## src/logic/ccso_pkg.sv

```systemverilog
// Function
// - Input clock divided by four into four non-overlapping phases per cycle.
// - Program counter increments in phase one; fetched word latched in phase four.
// - Fetch one cycle, execute the previous word the next cycle.
// - Program counter changes take two cycles; the fetched word is discarded.
// - Latched instruction decodes and executes over phases one to four.
// - Operand read in phase two, destination written in phase four.
// - Status bit 7 set only after a pin-change wake-up reset; the core also lets a write to status address 03h set it.
// - Status bit 6 set only after a comparator wake-up reset; the core also lets a write to status address 03h set it.
// - Status bit 5 picks program page: 1 upper, 0 lower.
// - Power-down flag set by power-up or watchdog clear, cleared by sleep.
// - Zero flag set when arithmetic or logic result is zero.
// - Nibble flag is add nibble carry, or subtract nibble no-borrow.
// - Carry is add carry, subtract no-borrow, or rotated-out bit.
// - Option register is 8-bit write-only, loaded from accumulator by instruction.
// - Any reset sets all option bits to one.
// - Output direction disables weak pull-up and pin wake-up for that pin.
// - Timer source bit high forces the timer clock pin to input.
// - Option bits 7 and 6 disable pin wake-up and pull-ups, active high.
// - Option bit 4 high counts falling edges, low counts rising edges.
package ccso_pkg;

  // ==========================================================
  // Widths
  localparam int unsigned PC_W = 10;
  localparam int unsigned DATA_W = 8;
  localparam int unsigned WORD_W = 12;
  localparam int unsigned PIN_N = 6;
  localparam int unsigned NIB_W = 4;

  // ==========================================================
  // Addresses and reset values
  localparam logic [7:0] STATUS_ADDR = 8'h03;
  localparam logic [7:0] OPTION_RESET = 8'hff;
  localparam logic [7:0] STATUS_RESET = 8'h18;
  localparam logic [7:0] STATUS_SW_MASK = 8'he7;
  localparam logic [5:0] WAKE_PULL_PINS = 6'h0b;
  localparam logic [9:0] PC_STEP = 10'h001;
  localparam logic [1:0] BOOT_CAPTURE = 2'h2;
  localparam logic [1:0] BOOT_DONE = 2'h3;

  // ==========================================================
  // Status field positions
  localparam int unsigned ST_PIN_WAKE = 7;
  localparam int unsigned ST_CMP_WAKE = 6;
  localparam int unsigned ST_PAGE = 5;
  localparam int unsigned ST_TO = 4;
  localparam int unsigned ST_PD = 3;
  localparam int unsigned ST_Z = 2;
  localparam int unsigned ST_DC = 1;
  localparam int unsigned ST_C = 0;

  // ==========================================================
  // Option field positions
  localparam int unsigned OP_WAKE_DIS = 7;
  localparam int unsigned OP_PULL_DIS = 6;
  localparam int unsigned OP_SRC = 5;
  localparam int unsigned OP_EDGE = 4;
  localparam int unsigned OP_PSA = 3;
  localparam int unsigned OP_RATE_HI = 2;
  localparam int unsigned OP_RATE_LO = 0;

  // ==========================================================
  // Instruction word fields
  localparam int unsigned OPC_HI = 11;
  localparam int unsigned OPC_LO = 8;
  localparam int unsigned ARG_HI = 7;
  localparam int unsigned ARG_LO = 0;

  typedef enum logic [1:0]
  {
    CCSO_Q1 = 2'b00,
    CCSO_Q2 = 2'b01,
    CCSO_Q3 = 2'b10,
    CCSO_Q4 = 2'b11
  } ccso_phase_e;

  typedef enum logic [3:0]
  {
    CCSO_NOP = 4'b0000,
    CCSO_ADD = 4'b0001,
    CCSO_SUB = 4'b0010,
    CCSO_RRF = 4'b0011,
    CCSO_RLF = 4'b0100,
    CCSO_ANDLW = 4'b0101,
    CCSO_MOVLW = 4'b0110,
    CCSO_MOVWF = 4'b0111,
    CCSO_MOVF = 4'b1000,
    CCSO_GOTO = 4'b1001,
    CCSO_OPTION = 4'b1010,
    CCSO_SLEEP = 4'b1011,
    CCSO_WATCHDOG_CLEAR_INSTRUCTION = 4'b1100
  } ccso_op_e;

endpackage

```

## src/logic/ccso_core.sv

```systemverilog
`timescale 1ns/1ps

module ccso_core
#(
  parameter int unsigned TIMER_PIN = 5
)
(
  input wire logic ref_clk,
  input wire logic arst_n,
  input wire logic [11:0] prog_word,
  input wire logic [7:0] dmem_rd_data,
  input wire logic [5:0] direction_control,
  input wire logic pin_wake_cause,
  input wire logic comparator_wake_cause,
  input wire logic watchdog_timeout,
  output logic [3:0] q_phase,
  output logic [9:0] prog_addr,
  output logic [7:0] dmem_addr,
  output logic [7:0] dmem_wr_data,
  output logic dmem_we,
  output logic [7:0] core_flags,
  output logic [7:0] accumulator,
  output logic sleep_mode,
  output logic [7:0] timer_pin_options,
  output logic [5:0] pullup_en,
  output logic [5:0] wake_en,
  output logic timer_pin_dir,
  output logic timer_source_pin,
  output logic timer_edge_falling,
  output logic prescaler_to_wdt,
  output logic [3:0] timer_div_exp,
  output logic [2:0] wdt_div_exp
);

  // ==========================================================
  // Phase generator
  ccso_pkg::ccso_phase_e phase_q;
  logic [3:0] q_phase_q;

  always_ff @(posedge ref_clk or negedge arst_n)
  begin
    if (!arst_n)
    begin
      phase_q <= ccso_pkg::CCSO_Q1;
      q_phase_q <= 4'h1;
    end
    else
    begin
      case (phase_q)
        ccso_pkg::CCSO_Q1:
        begin
          phase_q <= ccso_pkg::CCSO_Q2;
          q_phase_q <= 4'h2;
        end
        ccso_pkg::CCSO_Q2:
        begin
          phase_q <= ccso_pkg::CCSO_Q3;
          q_phase_q <= 4'h4;
        end
        ccso_pkg::CCSO_Q3:
        begin
          phase_q <= ccso_pkg::CCSO_Q4;
          q_phase_q <= 4'h8;
        end
        ccso_pkg::CCSO_Q4:
        begin
          phase_q <= ccso_pkg::CCSO_Q1;
          q_phase_q <= 4'h1;
        end
        default:
        begin
          phase_q <= ccso_pkg::CCSO_Q1;
          q_phase_q <= 4'h1;
        end
      endcase
    end
  end

  logic ph1;
  logic ph2;
  logic ph3;
  logic ph4;
  assign ph1 = (phase_q == ccso_pkg::CCSO_Q1);
  assign ph2 = (phase_q == ccso_pkg::CCSO_Q2);
  assign ph3 = (phase_q == ccso_pkg::CCSO_Q3);
  assign ph4 = (phase_q == ccso_pkg::CCSO_Q4);

  // ==========================================================
  // Wake cause capture after reset release
  logic [1:0] pin_sync_q;
  logic [1:0] cmp_sync_q;
  logic [1:0] boot_cnt_q;

  always_ff @(posedge ref_clk or negedge arst_n)
  begin
    if (!arst_n)
    begin
      pin_sync_q <= 2'h0;
      cmp_sync_q <= 2'h0;
    end
    else
    begin
      pin_sync_q <= {pin_sync_q[0], pin_wake_cause};
      cmp_sync_q <= {cmp_sync_q[0], comparator_wake_cause};
    end
  end

  always_ff @(posedge ref_clk or negedge arst_n)
  begin
    if (!arst_n)
    begin
      boot_cnt_q <= 2'h0;
    end
    else if (boot_cnt_q != ccso_pkg::BOOT_DONE)
    begin
      boot_cnt_q <= boot_cnt_q + 2'h1;
    end
  end

  // ==========================================================
  // Registers of the core
  logic [7:0] status_q;
  logic [7:0] option_q;
  logic [7:0] w_q;
  logic sleep_q;
  logic [9:0] pc_q;
  logic [9:0] fetch_addr_q;
  logic [11:0] ir_q;
  logic ir_valid_q;
  logic [7:0] opnd_q;
  logic [7:0] res_q;
  logic z_q;
  logic dc_q;
  logic c_q;

  // ==========================================================
  // Decode of the executing word
  ccso_pkg::ccso_op_e op;
  logic [7:0] arg;
  logic exec;
  logic is_goto;
  logic writes_f;
  logic writes_w;
  logic [9:0] goto_target;

  assign op = ccso_pkg::ccso_op_e'(ir_q[ccso_pkg::OPC_HI:ccso_pkg::OPC_LO]);
  assign arg = ir_q[ccso_pkg::ARG_HI:ccso_pkg::ARG_LO];
  assign exec = ir_valid_q && !sleep_q;
  assign is_goto = exec && (op == ccso_pkg::CCSO_GOTO);
  assign writes_f = (op == ccso_pkg::CCSO_ADD) || (op == ccso_pkg::CCSO_SUB)
    || (op == ccso_pkg::CCSO_RRF) || (op == ccso_pkg::CCSO_RLF)
    || (op == ccso_pkg::CCSO_MOVWF);
  assign writes_w = (op == ccso_pkg::CCSO_ANDLW) || (op == ccso_pkg::CCSO_MOVLW)
    || (op == ccso_pkg::CCSO_MOVF);
  assign goto_target = {status_q[ccso_pkg::ST_PAGE], 1'b0, arg};

  // ==========================================================
  // Fetch stage
  always_ff @(posedge ref_clk or negedge arst_n)
  begin
    if (!arst_n)
    begin
      pc_q <= '0;
      fetch_addr_q <= '0;
    end
    else if (!sleep_q)
    begin
      if (ph1)
      begin
        fetch_addr_q <= pc_q;
        pc_q <= pc_q + ccso_pkg::PC_STEP;
      end
      else if (ph4 && is_goto)
      begin
        pc_q <= goto_target;
      end
    end
  end

  always_ff @(posedge ref_clk or negedge arst_n)
  begin
    if (!arst_n)
    begin
      ir_q <= '0;
      ir_valid_q <= 1'b0;
    end
    else if (ph4 && !sleep_q)
    begin
      ir_q <= prog_word;
      ir_valid_q <= !is_goto;
    end
  end

  // ==========================================================
  // Execute stage: operand read and arithmetic
  logic [8:0] sum9;
  logic [8:0] diff9;
  logic [4:0] nsum;
  logic [4:0] ndiff;
  assign sum9 = {1'b0, opnd_q} + {1'b0, w_q};
  assign diff9 = {1'b0, opnd_q} - {1'b0, w_q};
  assign nsum = {1'b0, opnd_q[3:0]} + {1'b0, w_q[3:0]};
  assign ndiff = {1'b0, opnd_q[3:0]} - {1'b0, w_q[3:0]};

  always_ff @(posedge ref_clk or negedge arst_n)
  begin
    if (!arst_n)
    begin
      opnd_q <= '0;
    end
    else if (ph2 && exec)
    begin
      opnd_q <= (arg == ccso_pkg::STATUS_ADDR) ? status_q : dmem_rd_data;
    end
  end

  always_ff @(posedge ref_clk or negedge arst_n)
  begin
    if (!arst_n)
    begin
      res_q <= '0;
      z_q <= 1'b0;
      dc_q <= 1'b0;
      c_q <= 1'b0;
    end
    else if (ph3 && exec)
    begin
      case (op)
        ccso_pkg::CCSO_ADD:
        begin
          res_q <= sum9[7:0];
          z_q <= (sum9[7:0] == 8'h00);
          dc_q <= nsum[ccso_pkg::NIB_W];
          c_q <= sum9[8];
        end
        ccso_pkg::CCSO_SUB:
        begin
          res_q <= diff9[7:0];
          z_q <= (diff9[7:0] == 8'h00);
          dc_q <= !ndiff[ccso_pkg::NIB_W];
          c_q <= !diff9[8];
        end
        ccso_pkg::CCSO_RRF:
        begin
          res_q <= {status_q[ccso_pkg::ST_C], opnd_q[7:1]};
          c_q <= opnd_q[0];
        end
        ccso_pkg::CCSO_RLF:
        begin
          res_q <= {opnd_q[6:0], status_q[ccso_pkg::ST_C]};
          c_q <= opnd_q[7];
        end
        ccso_pkg::CCSO_ANDLW:
        begin
          res_q <= w_q & arg;
          z_q <= ((w_q & arg) == 8'h00);
        end
        ccso_pkg::CCSO_MOVLW:
        begin
          res_q <= arg;
        end
        ccso_pkg::CCSO_MOVWF:
        begin
          res_q <= w_q;
        end
        ccso_pkg::CCSO_MOVF:
        begin
          res_q <= opnd_q;
          z_q <= (opnd_q == 8'h00);
        end
        default:
        begin
          res_q <= res_q;
        end
      endcase
    end
  end

  // ==========================================================
  // Destination write in phase four
  logic [7:0] dmem_addr_q;
  logic [7:0] dmem_wr_data_q;
  logic dmem_we_q;
  logic [7:0] res_next_f;

  always_ff @(posedge ref_clk or negedge arst_n)
  begin
    if (!arst_n)
    begin
      dmem_addr_q <= '0;
      dmem_wr_data_q <= '0;
      dmem_we_q <= 1'b0;
    end
    else
    begin
      dmem_we_q <= ph3 && exec && writes_f && (arg != ccso_pkg::STATUS_ADDR);
      if (ph1 && exec)
      begin
        dmem_addr_q <= arg;
      end
      if (ph3 && exec && writes_f)
      begin
        dmem_wr_data_q <= (op == ccso_pkg::CCSO_MOVWF) ? w_q : res_next_f;
      end
    end
  end

  always_comb
  begin
    case (op)
      ccso_pkg::CCSO_ADD: res_next_f = sum9[7:0];
      ccso_pkg::CCSO_SUB: res_next_f = diff9[7:0];
      ccso_pkg::CCSO_RRF: res_next_f = {status_q[ccso_pkg::ST_C], opnd_q[7:1]};
      ccso_pkg::CCSO_RLF: res_next_f = {opnd_q[6:0], status_q[ccso_pkg::ST_C]};
      default: res_next_f = w_q;
    endcase
  end

  always_ff @(posedge ref_clk or negedge arst_n)
  begin
    if (!arst_n)
    begin
      w_q <= '0;
    end
    else if (ph4 && exec && writes_w)
    begin
      w_q <= res_q;
    end
  end

  // ==========================================================
  // Status register
  always_ff @(posedge ref_clk or negedge arst_n)
  begin
    if (!arst_n)
    begin
      status_q <= ccso_pkg::STATUS_RESET;
    end
    else
    begin
      if (boot_cnt_q == ccso_pkg::BOOT_CAPTURE)
      begin
        status_q[ccso_pkg::ST_PIN_WAKE] <= pin_sync_q[1];
        status_q[ccso_pkg::ST_CMP_WAKE] <= cmp_sync_q[1];
      end
      if (ph4 && exec)
      begin
        if (writes_f && (arg == ccso_pkg::STATUS_ADDR))
        begin
          status_q <= (status_q & ~ccso_pkg::STATUS_SW_MASK)
            | (res_q & ccso_pkg::STATUS_SW_MASK);
        end
        case (op)
          ccso_pkg::CCSO_ADD, ccso_pkg::CCSO_SUB:
          begin
            status_q[ccso_pkg::ST_Z] <= z_q;
            status_q[ccso_pkg::ST_DC] <= dc_q;
            status_q[ccso_pkg::ST_C] <= c_q;
          end
          ccso_pkg::CCSO_RRF, ccso_pkg::CCSO_RLF:
          begin
            status_q[ccso_pkg::ST_C] <= c_q;
          end
          ccso_pkg::CCSO_ANDLW, ccso_pkg::CCSO_MOVF:
          begin
            status_q[ccso_pkg::ST_Z] <= z_q;
          end
          ccso_pkg::CCSO_WATCHDOG_CLEAR_INSTRUCTION:
          begin
            status_q[ccso_pkg::ST_TO] <= 1'b1;
            status_q[ccso_pkg::ST_PD] <= 1'b1;
          end
          ccso_pkg::CCSO_SLEEP:
          begin
            status_q[ccso_pkg::ST_TO] <= 1'b1;
            status_q[ccso_pkg::ST_PD] <= 1'b0;
          end
          default:
          begin
          end
        endcase
      end
      if (watchdog_timeout)
      begin
        status_q[ccso_pkg::ST_TO] <= 1'b0;
      end
    end
  end

  // ==========================================================
  // Sleep and option register
  always_ff @(posedge ref_clk or negedge arst_n)
  begin
    if (!arst_n)
    begin
      sleep_q <= 1'b0;
    end
    else if (ph4 && exec && (op == ccso_pkg::CCSO_SLEEP))
    begin
      sleep_q <= 1'b1;
    end
  end

  always_ff @(posedge ref_clk or negedge arst_n)
  begin
    if (!arst_n)
    begin
      option_q <= ccso_pkg::OPTION_RESET;
    end
    else if (ph4 && exec && (op == ccso_pkg::CCSO_OPTION))
    begin
      option_q <= w_q;
    end
  end

  // ==========================================================
  // Pin controls from option and direction
  logic [5:0] pullup_en_q;
  logic [5:0] wake_en_q;

  for (genvar i = 0; i < ccso_pkg::PIN_N; i++)
  begin : g_pin
    always_ff @(posedge ref_clk or negedge arst_n)
    begin
      if (!arst_n)
      begin
        pullup_en_q[i] <= 1'b0;
        wake_en_q[i] <= 1'b0;
      end
      else
      begin
        pullup_en_q[i] <= ccso_pkg::WAKE_PULL_PINS[i] && direction_control[i]
          && !option_q[ccso_pkg::OP_PULL_DIS];
        wake_en_q[i] <= ccso_pkg::WAKE_PULL_PINS[i] && direction_control[i]
          && !option_q[ccso_pkg::OP_WAKE_DIS];
      end
    end
  end

  logic timer_pin_dir_q;
  logic [3:0] timer_div_exp_q;
  logic [2:0] wdt_div_exp_q;
  logic [2:0] rate;
  assign rate = option_q[ccso_pkg::OP_RATE_HI:ccso_pkg::OP_RATE_LO];

  always_ff @(posedge ref_clk or negedge arst_n)
  begin
    if (!arst_n)
    begin
      timer_pin_dir_q <= 1'b1;
      timer_div_exp_q <= 4'h0;
      wdt_div_exp_q <= 3'h0;
    end
    else
    begin
      timer_pin_dir_q <= direction_control[TIMER_PIN] || option_q[ccso_pkg::OP_SRC];
      if (option_q[ccso_pkg::OP_PSA])
      begin
        timer_div_exp_q <= 4'h0;
        wdt_div_exp_q <= rate;
      end
      else
      begin
        timer_div_exp_q <= {1'b0, rate} + 4'h1;
        wdt_div_exp_q <= 3'h0;
      end
    end
  end

  // ==========================================================
  // Outputs
  assign q_phase = q_phase_q;
  assign prog_addr = fetch_addr_q;
  assign dmem_addr = dmem_addr_q;
  assign dmem_wr_data = dmem_wr_data_q;
  assign dmem_we = dmem_we_q;
  assign core_flags = status_q;
  assign accumulator = w_q;
  assign sleep_mode = sleep_q;
  assign timer_pin_options = option_q;
  assign pullup_en = pullup_en_q;
  assign wake_en = wake_en_q;
  assign timer_pin_dir = timer_pin_dir_q;
  assign timer_source_pin = option_q[ccso_pkg::OP_SRC];
  assign timer_edge_falling = option_q[ccso_pkg::OP_EDGE];
  assign prescaler_to_wdt = option_q[ccso_pkg::OP_PSA];
  assign timer_div_exp = timer_div_exp_q;
  assign wdt_div_exp = wdt_div_exp_q;

endmodule

```

## config.mk

```make
export PLATFORM = sky130hd
export DESIGN_NAME = ccso_core
export DESIGN_NICKNAME = d
export VERILOG_FILES = /design/src/logic/ccso_pkg.sv /design/src/logic/ccso_core.sv
export SDC_FILE = /design/constraint.sdc
export NUM_CORES = 1
export LEC_CHECK = 0
export BUFFER_PORTS_ARGS = -buffer_cell sky130_fd_sc_hd__buf_2
export CORE_UTILIZATION = 61
export DETAILED_ROUTE_END_ITERATION = 6
export PLACE_DENSITY = 0.84
export SKIP_LAST_GASP = 1
export SYNTH_ARGS = -nofsm -noshare
export SYNTH_HDL_FRONTEND = slang
export SYNTH_SLANG_ARGS = --single-unit
```

## constraint.sdc

```tcl
create_clock -name ref_clk -period 4.2 [get_ports ref_clk]
set_input_delay 0.21 -clock ref_clk [delete_from_list [all_inputs] [get_ports ref_clk]]
set_output_delay 0.21 -clock ref_clk [all_outputs]
set_load 0.01 [all_outputs]
```

==> metrics.md, run 1 <==
| Metric | Value |
|---|---|
| Outcome | `finished, final reports clean` |
| DP HPWL | `between 10000 and 15000 um` |
| Placed Cells incl. Taps | `898` |
| Fin nets | `864` |
| Core Region | `roughly 10000 um2` |
| Crit path time final | `~3.1 ns` |
| Gr usage total | `39.4%` |
| PwrDens | `roughly 750 nW/um2` |
| Slew headroom | `27.4%` |
| Clock group share of total power | `25.1%` |
| Gate power share | `40.2%` |
| Non-Filler Cell Area, Final | `8010 um2` |
| Number of fillers in the final layout | `714` |
| First DRT Iteration DRCs | `827` |
| Crit. End Element | `flop` |
| Die height | `roughly 110 um` |
| Port-buffer cells | `101` |
| Vias in the first global route | `6086` |
| Worst VDD drop | `537 uV` |
| Sequential share of power | `between 30% and 40%` |
| Worst EP arrival | `3.46 ns` |
| Mapped Cells | `between 600 and 700` |
| CTS tree | `yes` |
| Grt ovf | `0` |
| Vias | `~6300` |
| FMAX | `0.328 GHz` |
| Setup violators final | `0` |
| Worst Path Buf+Inv | `0` |
| Synth Flop Type | `dfrtp_1` |
| Post-Layout Cell Count | `955` |
| Initial core utilization | `63.5%` |
| Placed inst area | `7150 um2` |
| H-tree lvl count | `4` |
| Synthesized area | `6610 um2` |
| CP max FO | `26` |
| Gpl congestion | `0.924` |
| Number of routed nets with antenna violations | `0` |
| Synth async-reset ratio | `100%` |
| Top Family by Delay on Critical Path | `compound AO/OA/AOI/OAI gates` |
| Top post-synthesis cells by area | `dfrtp_1 (41%), nand2_1 (5.1%), dfstp_2 (4.8%)` |
| Drt via density | `between 6 and 7` |
| Setup TNS | `0 ns` |
| Synth top area share | `about two fifths` |
| Synth unique cells | `around 70` |
| Ports | `110` |
| Post-synthesis sequential area ratio | `45.6%` |
| Leak | `around 3.7 nW` |
| Worst min path class | `input port to flop` |
| Internal power | `3.45 mW` |
| CTS root buf | `clkbuf_8` |
| Top-count cell post-synth | `dfrtp_1` |
| RSZ-0062 raised after global routing | `false` |
| WHS | `roughly 0.017 ns` |
| Setup crit start kind | `flop` |
| Ant. Diodes | `0` |
| Clock buffer depth | `2` |
| Area Overhead vs Synth | `21.2%` |
| Worst Path Required | `between 4 and 5 ns` |
| Die area | `between 10000 and 15000 um2` |
| Max_cap viols | `0` |
| Initial antenna violation count | `0` |
| Post-CTS sizing | `0` |
| Slowest cell on the critical path | `dfrtp_1` |
| CTS Buf Count | `17` |
| Synthesized flop and latch total | `120` |
| Final clock period utilization by the worst path | `72.7%` |
| Fraction of layout cells with a size suffix above 1 | `22.7%` |
| First-pass GRT wire length | `33200 um` |
| Final hold vios | `0` |
| Syn Area/Cell | `9.53 um2` |
| Synth warnings | `0` |
| Skew final | `0.00972 ns` |
| Pin count of the biggest net entering global routing | `87` |
| Slew Viols, Final | `0` |
| Clock Sinks | `120` |
| Crit path cell chain | `nor2b_1 > o21ai_0 > a21oi_1 > mux2_2` |
| TritonRoute pass-1 iters | `6` |
| Power Total | `6.01 mW` |
| Worst slew pin tran | `1.09 ns` |
| Post-synth top cells | `dfrtp_1 (108), nand2_1 (89), a21oi_1 (51), o21ai_0 (51), nor2_1 (37)` |
| Worst path max stage delay | `~0.94 ns` |
| DRC | `0` |
| Post-CTS Setup Bufs | `0` |
| Setup CP Type | `flop to flop` |
| Switching Fraction | `between 40% and 50%` |
| Detailed Route WL | `21200 um` |
| Chip width | `106 um` |
| WL/cell | `22.2 um` |
| Cell taking the most area after synthesis | `dfrtp_1` |
| Clk slew on worst S/H paths | `0.06 ns` |
| Switch Pwr | `2.56 mW` |
| Std cell rows | `37` |
| Clk_lat worst skew | `0.53 ns` |
| Post-synth EDFFs | `0` |
-- final timing paths --
kind | from | endpoint | slack, ns | cells past startpoint
worst min register to register | cmp_sync_q[0]$_DFF_PN0_ | cmp_sync_q[1]$_DFF_PN0_ | 0.36 | 0
max in group asynchronous | arst_n | timer_pin_options[1]$_DFFE_PN1P_ | 2.67 | 3
worst max register to register | ir_q[8]$_DFFE_PN0P_ | accumulator[0]$_DFFE_PN0P_ | 1.15 | 4
min in group asynchronous | arst_n | wake_en[3]$_DFF_PN0_ | 0.43 | 2
worst min-delay path | dmem_rd_data[0] | opnd_q[0]$_DFFE_PN0P_ | 0.02 | 3
worst max-delay path | ir_q[8]$_DFFE_PN0P_ | accumulator[0]$_DFFE_PN0P_ | 1.15 | 4
-- layout make-up --
type / instances / area (um2) / area share (%)
clock buffer: 20 / 445 / 5.56
clock inverter: 12 / 165 / 2.06
inverter: 24 / 90.1 / 1.12
multi-input combinational: 510 / 3310 / 41.3
sequential: 120 / 3020 / 37.7
tap: 136 / 170 / 2.12
timing repair buffer: 133 / 811 / 10.1
-- tightest hold or removal path, cell delays in order --
cell and delay, ns:
buf_2 0.08, mux2i_1 0.05, o21ai_0 0.15
-- layout by cell type, fill, tap and decap left out, types with 11 or more instances in the layout --
cell type      netlist  routed
dfrtp_1            108     108
buf_2                4     100
nand2_1             89      89
o21ai_0             51      51
a21oi_1             51      51
nor2_1              37      37
ha_1                25      25
dlygate4sd3_1        0      25
inv_1               24      24
mux2_2              24      24
nor2b_1             20      20
clkbuf_16            0      16
mux2i_1             14      14
nand3_1             13      13
nand2b_1            12      12
nor3_1              12      12
dfstp_2             12      12
a211oi_1            11      11
-- what timing repair did --
| action | CTS | global route |
|---|---|---|
| setup endpoints to repair | 0 | 0 |
| hold endpoints to repair | 103 | 0 |
| hold buffers | 25 | 0 |
-- power by group through the flow --
stage / clock (mW) / sequential (mW) / combinational (mW)
after floorplan: 0 / 1.94 / 1.56
after global placement: 0 / 2.04 / 2.27
after detailed placement: 0 / 2.06 / 2.32
after CTS: 1.50 / 2.05 / 2.36
after global routing: 1.55 / 2.11 / 2.65
final: 1.51 / 2.09 / 2.41
-- per-layer routing --
| metal | vias to the layer above | part of all wire [%] | wire (um) | global-route usage (%) |
|---|---|---|---|---|
| met5 | - | 0 | 0 | 0 |
| met4 | 0 | 4.2 | 884 | 20.2 |
| met3 | 90 | 10 | 2140 | 9.01 |
| met2 | 441 | 47 | 9900 | 62.3 |
| met1 | 3011 | 39 | 8240 | 50.8 |
| li1 | 2708 | - | - | - |
-- sequential cells by signal, summed over array words and instances (netlist names), 3 cells and up --
name,count
ir_q,12
pc_q,10
prog_addr,10
accumulator,8
core_flags,8
dmem_addr,8
dmem_wr_data,8
opnd_q,8
res_q,8
timer_pin_options,8
q_phase,4
timer_div_exp,4
pullup_en,3
wake_en,3
wdt_div_exp,3
-- through the flow --
| step | worst slack (ns) | utilization [%] |
|---|---|---|
| 4_1_cts | 1.23 | 76.9 |
| 5_1_grt | 1.02 | 76.9 |
| 3_3_place_gp | 1.31 | 68.7 |
| 3_5_place_dp | 1.27 | 68.7 |
| 6_report | 1.15 | 76.9 |
| 2_1_floorplan | 1.69 | - |
-- logic make-up (layout without fill, tap and decap cells) --
group / count (synthesis) / in the layout / share of synthesized area (%)
AOI/OAI and AO/OA: 199 / 199 / 19.6
xor gates and xnor gates: 9 / 9 / 1.19
buffers and inverters: 69 / 189 / 4.56
adders and majority gates: 27 / 27 / 5.33
and+or+nand+nor: 231 / 231 / 17.4
muxes: 38 / 38 / 6.21
other: 1 / 6 / 0.0567
DFF: 120 / 120 / 45.6
Power figures use the tool's default switching activity.
==> run 2: changes to the inputs <==
- CORE_UTILIZATION: 61 -> 57
- PLACE_DENSITY: 0.84 -> 0.8
- clock period: 4.2 -> 2.9 ns (I/O delays scaled with it)
==> metrics.md, run 2 (synthesis results as in run 1) <==
| Metric | Value |
|---|---|
| Worst Path Required | `3.20 ns (-1.41 ns)` |
| Skew final | `0.00905 ns (-0.000667 ns)` |
| Pre-CTS setup slack | `0.277 ns (-0.997 ns)` |
| FF-to-FF path depth | `8 (+4)` |
| Commonest non-fill, non-tap cell in the layout | `dfrtp_1` |
| H-tree lvl count | `4 (unchanged)` |
| Setup TNS | `0 ns (unchanged)` |
| Detailed Route WL | `20900 um (-1.3%)` |
| Outcome | `finished, final reports clean` |
| CTS root buf | `clkbuf_16` |
| RR Endpoint | `dmem_wr_data[7]$_DFFE_PN0P_` |
| Clock Sinks | `120 (unchanged)` |
| CTS Buf Count | `17 (unchanged)` |
| Slew Viols, Final | `0 (unchanged)` |
| Final Util | `74.6% (-2.3 points)` |
| Cell count of the worst hold path | `3 (unchanged)` |
| Max reg flops | `12 (unchanged)` |
| Ports | `110 (unchanged)` |
| Slew headroom | `44.8% (+17 points)` |
| Setup crit start kind | `flop` |
| Clock buffer depth | `2 (unchanged)` |
| Setup CP Type | `flop to flop` |
| Worst hold endpoint | `opnd_q[6]$_DFFE_PN0P_` |
| Worst slew pin tran | `0.828 ns (-0.261 ns)` |
| Reg2Reg Setup Slack | `0.17 ns (-0.98 ns)` |
| DRC | `0 (unchanged)` |
| Initial core utilization | `59.7% (-3.8 points)` |
| Final clock period utilization by the worst path | `94.2% (+22 points)` |
| Slowest cell on the critical path | `ha_1` |
| Clk slew on worst S/H paths | `0.05 ns (about the same)` |
| Die area | `12000 um2 (+6.9%)` |
| Fin nets | `896 (+3.7%)` |
| Worst EP arrival | `3.04 ns (-0.42 ns)` |
| Pin count of the biggest net entering global routing | `74 (-15%)` |
| FMAX | `0.366 GHz (+12%)` |
| Crit path cell chain | `inv_1 > ha_1 > nor2_1 > a221oi_1 > a211oi_1 > o41ai_1 > a21oi_1 > mux2_2` |
| Top reg by flops | `ir_q` |
| Max_cap viols | `0 (unchanged)` |
| Setup violators final | `0 (unchanged)` |
| CTS tree | `yes` |
| Fraction of layout cells with a size suffix above 1 | `26.0% (+3.3 points)` |
| DP HPWL | `14800 um (+4.5%)` |
| Std cell rows | `38 (+2.7%)` |
| Gr usage total | `37.0% (-2.4 points)` |
| Number of routed nets with antenna violations | `0 (unchanged)` |
| Port-buffer cells | `101 (unchanged)` |
| CP max FO | `7 (-73%)` |
| First DRT Iteration DRCs | `775 (-6.3%)` |
| Clk_lat worst skew | `0.42 ns (-0.11 ns)` |
| Leak | `3.89 nW (+4.9%)` |
| Worst min path class | `input port to flop` |
| TritonRoute pass-1 iters | `6 (unchanged)` |
| Most frequent cells in the layout | `dfrtp_1 (108), buf_2 (100), nand2_1 (89)` |
| Placed inst area | `7450 um2 (+4.1%)` |
| Gpl congestion | `0.966 (+4.5%)` |
| First-pass GRT wire length | `32100 um (-3.3%)` |
| Worst setup startpoint | `accumulator[3]$_DFFE_PN0P_` |
| Crit path time final | `2.73 ns (-0.320 ns)` |
| Ant. Diodes | `0 (unchanged)` |
| Worst path max stage delay | `0.48 ns (-0.46 ns)` |
| Die height | `110 um (+3.4%)` |
| Crit. End Element | `flop` |
| Post-CTS Setup Bufs | `0 (unchanged)` |
| WL/cell | `21.1 um (-4.9%)` |
| RSZ-0062 raised after global routing | `false` |
| Chip width | `110 um (+3.4%)` |
| Vias in the first global route | `5786 (-4.9%)` |
| Core Region | `11100 um2 (+6.4%)` |
| Final setup margin | `0.167 ns (-0.980 ns)` |
| Final hold vios | `0 (unchanged)` |
| Vias | `6183 (-1.1%)` |
| Worst VDD drop | `799 uV (+49%)` |
| Grt ovf | `0 (unchanged)` |
| Initial antenna violation count | `0 (unchanged)` |
| PwrDens | `1090 nW/um2 (+46%)` |
| Drt via density | `6.24 (-4.7%)` |
| Worst r2r src | `accumulator[3]$_DFFE_PN0P_` |
| Worst min-delay path startpoint | `dmem_rd_data[6]` |
| Non-Filler Cell Area, Final | `8270 um2 (+3.2%)` |
| Area Overhead vs Synth | `25.0%` |
## run 2: timing repair
| item | CTS | global route |
|---|---|---|
| hold buffers | 20 | 0 |
| endpoints found under the hold margin | 61 | 0 |
| gates resized for setup | 0 | 0 |
| setup endpoints to repair | 0 | 0 |
## run 2: cell type report
| class | count | area (um2) |
|---|---|---|
| multi-input cells | 510 | 3310 |
| clock inverters | 7 | 116 |
| fillers | 780 | 2810 |
| flip-flops and latches | 120 | 3020 |
| inverters | 24 | 90.1 |
| clock buffers | 25 | 505 |
| repair buffers | 165 | 1050 |
| well taps | 140 | 175 |
## run 2: routing by layer
| metal | track usage [%] | wire length [um] |
|---|---|---|
| met1 | 50.6 | 8440 |
| met2 | 56.5 | 9560 |
| met3 | 7.88 | 2120 |
| met4 | 16.4 | 757 |
| met5 | 0 | 0 |
## run 2: worst max path at each step
stage | endpoint | slack (ns) | cells past startpoint
after floorplan | z_q$_DFFE_PN0P_ | 0.39 | 8
after global placement | z_q$_DFFE_PN0P_ | 0.34 | 8
after detailed placement | dmem_wr_data[7]$_DFFE_PN0P_ | 0.28 | 8
after CTS | dmem_wr_data[7]$_DFFE_PN0P_ | 0.24 | 8
after global routing | dmem_wr_data[6]$_DFFE_PN0P_ | 0.07 | 10
final | dmem_wr_data[7]$_DFFE_PN0P_ | 0.17 | 8
## run 2: per-stage QoR
stage	hold slack, ns	instances	power, mW
after floorplan	-0.151	699	5.07
after global placement	0.198	939	6.62
after detailed placement	0.201	939	6.66
after CTS	0.0242	991	8.93
after global routing	0.0601	991	9.50
final	0.0320	991	9.04
## run 2: where the power goes
| group | switching, mW | internal, mW | total, mW | leakage (nW) |
|---|---|---|---|---|
| combinational | 2.41 | 1.66 | 4.07 | 2.16 |
| sequential | 0.545 | 2.22 | 2.77 | 1.43 |
| clock | 0.738 | 1.46 | 2.20 | 0.303 |
## run 2: worst max-delay path, delay by kind of cell (launching register included)
kind	cells	cell delay, ns
AO/OA/AOI/OAI	4	1.14
adder cells (fa/ha/maj)	1	0.48
buffers and inverters	1	0.16
flip-flops	1	0.45
multiplexers	1	0.28
AND/OR/NAND/NOR	1	0.10
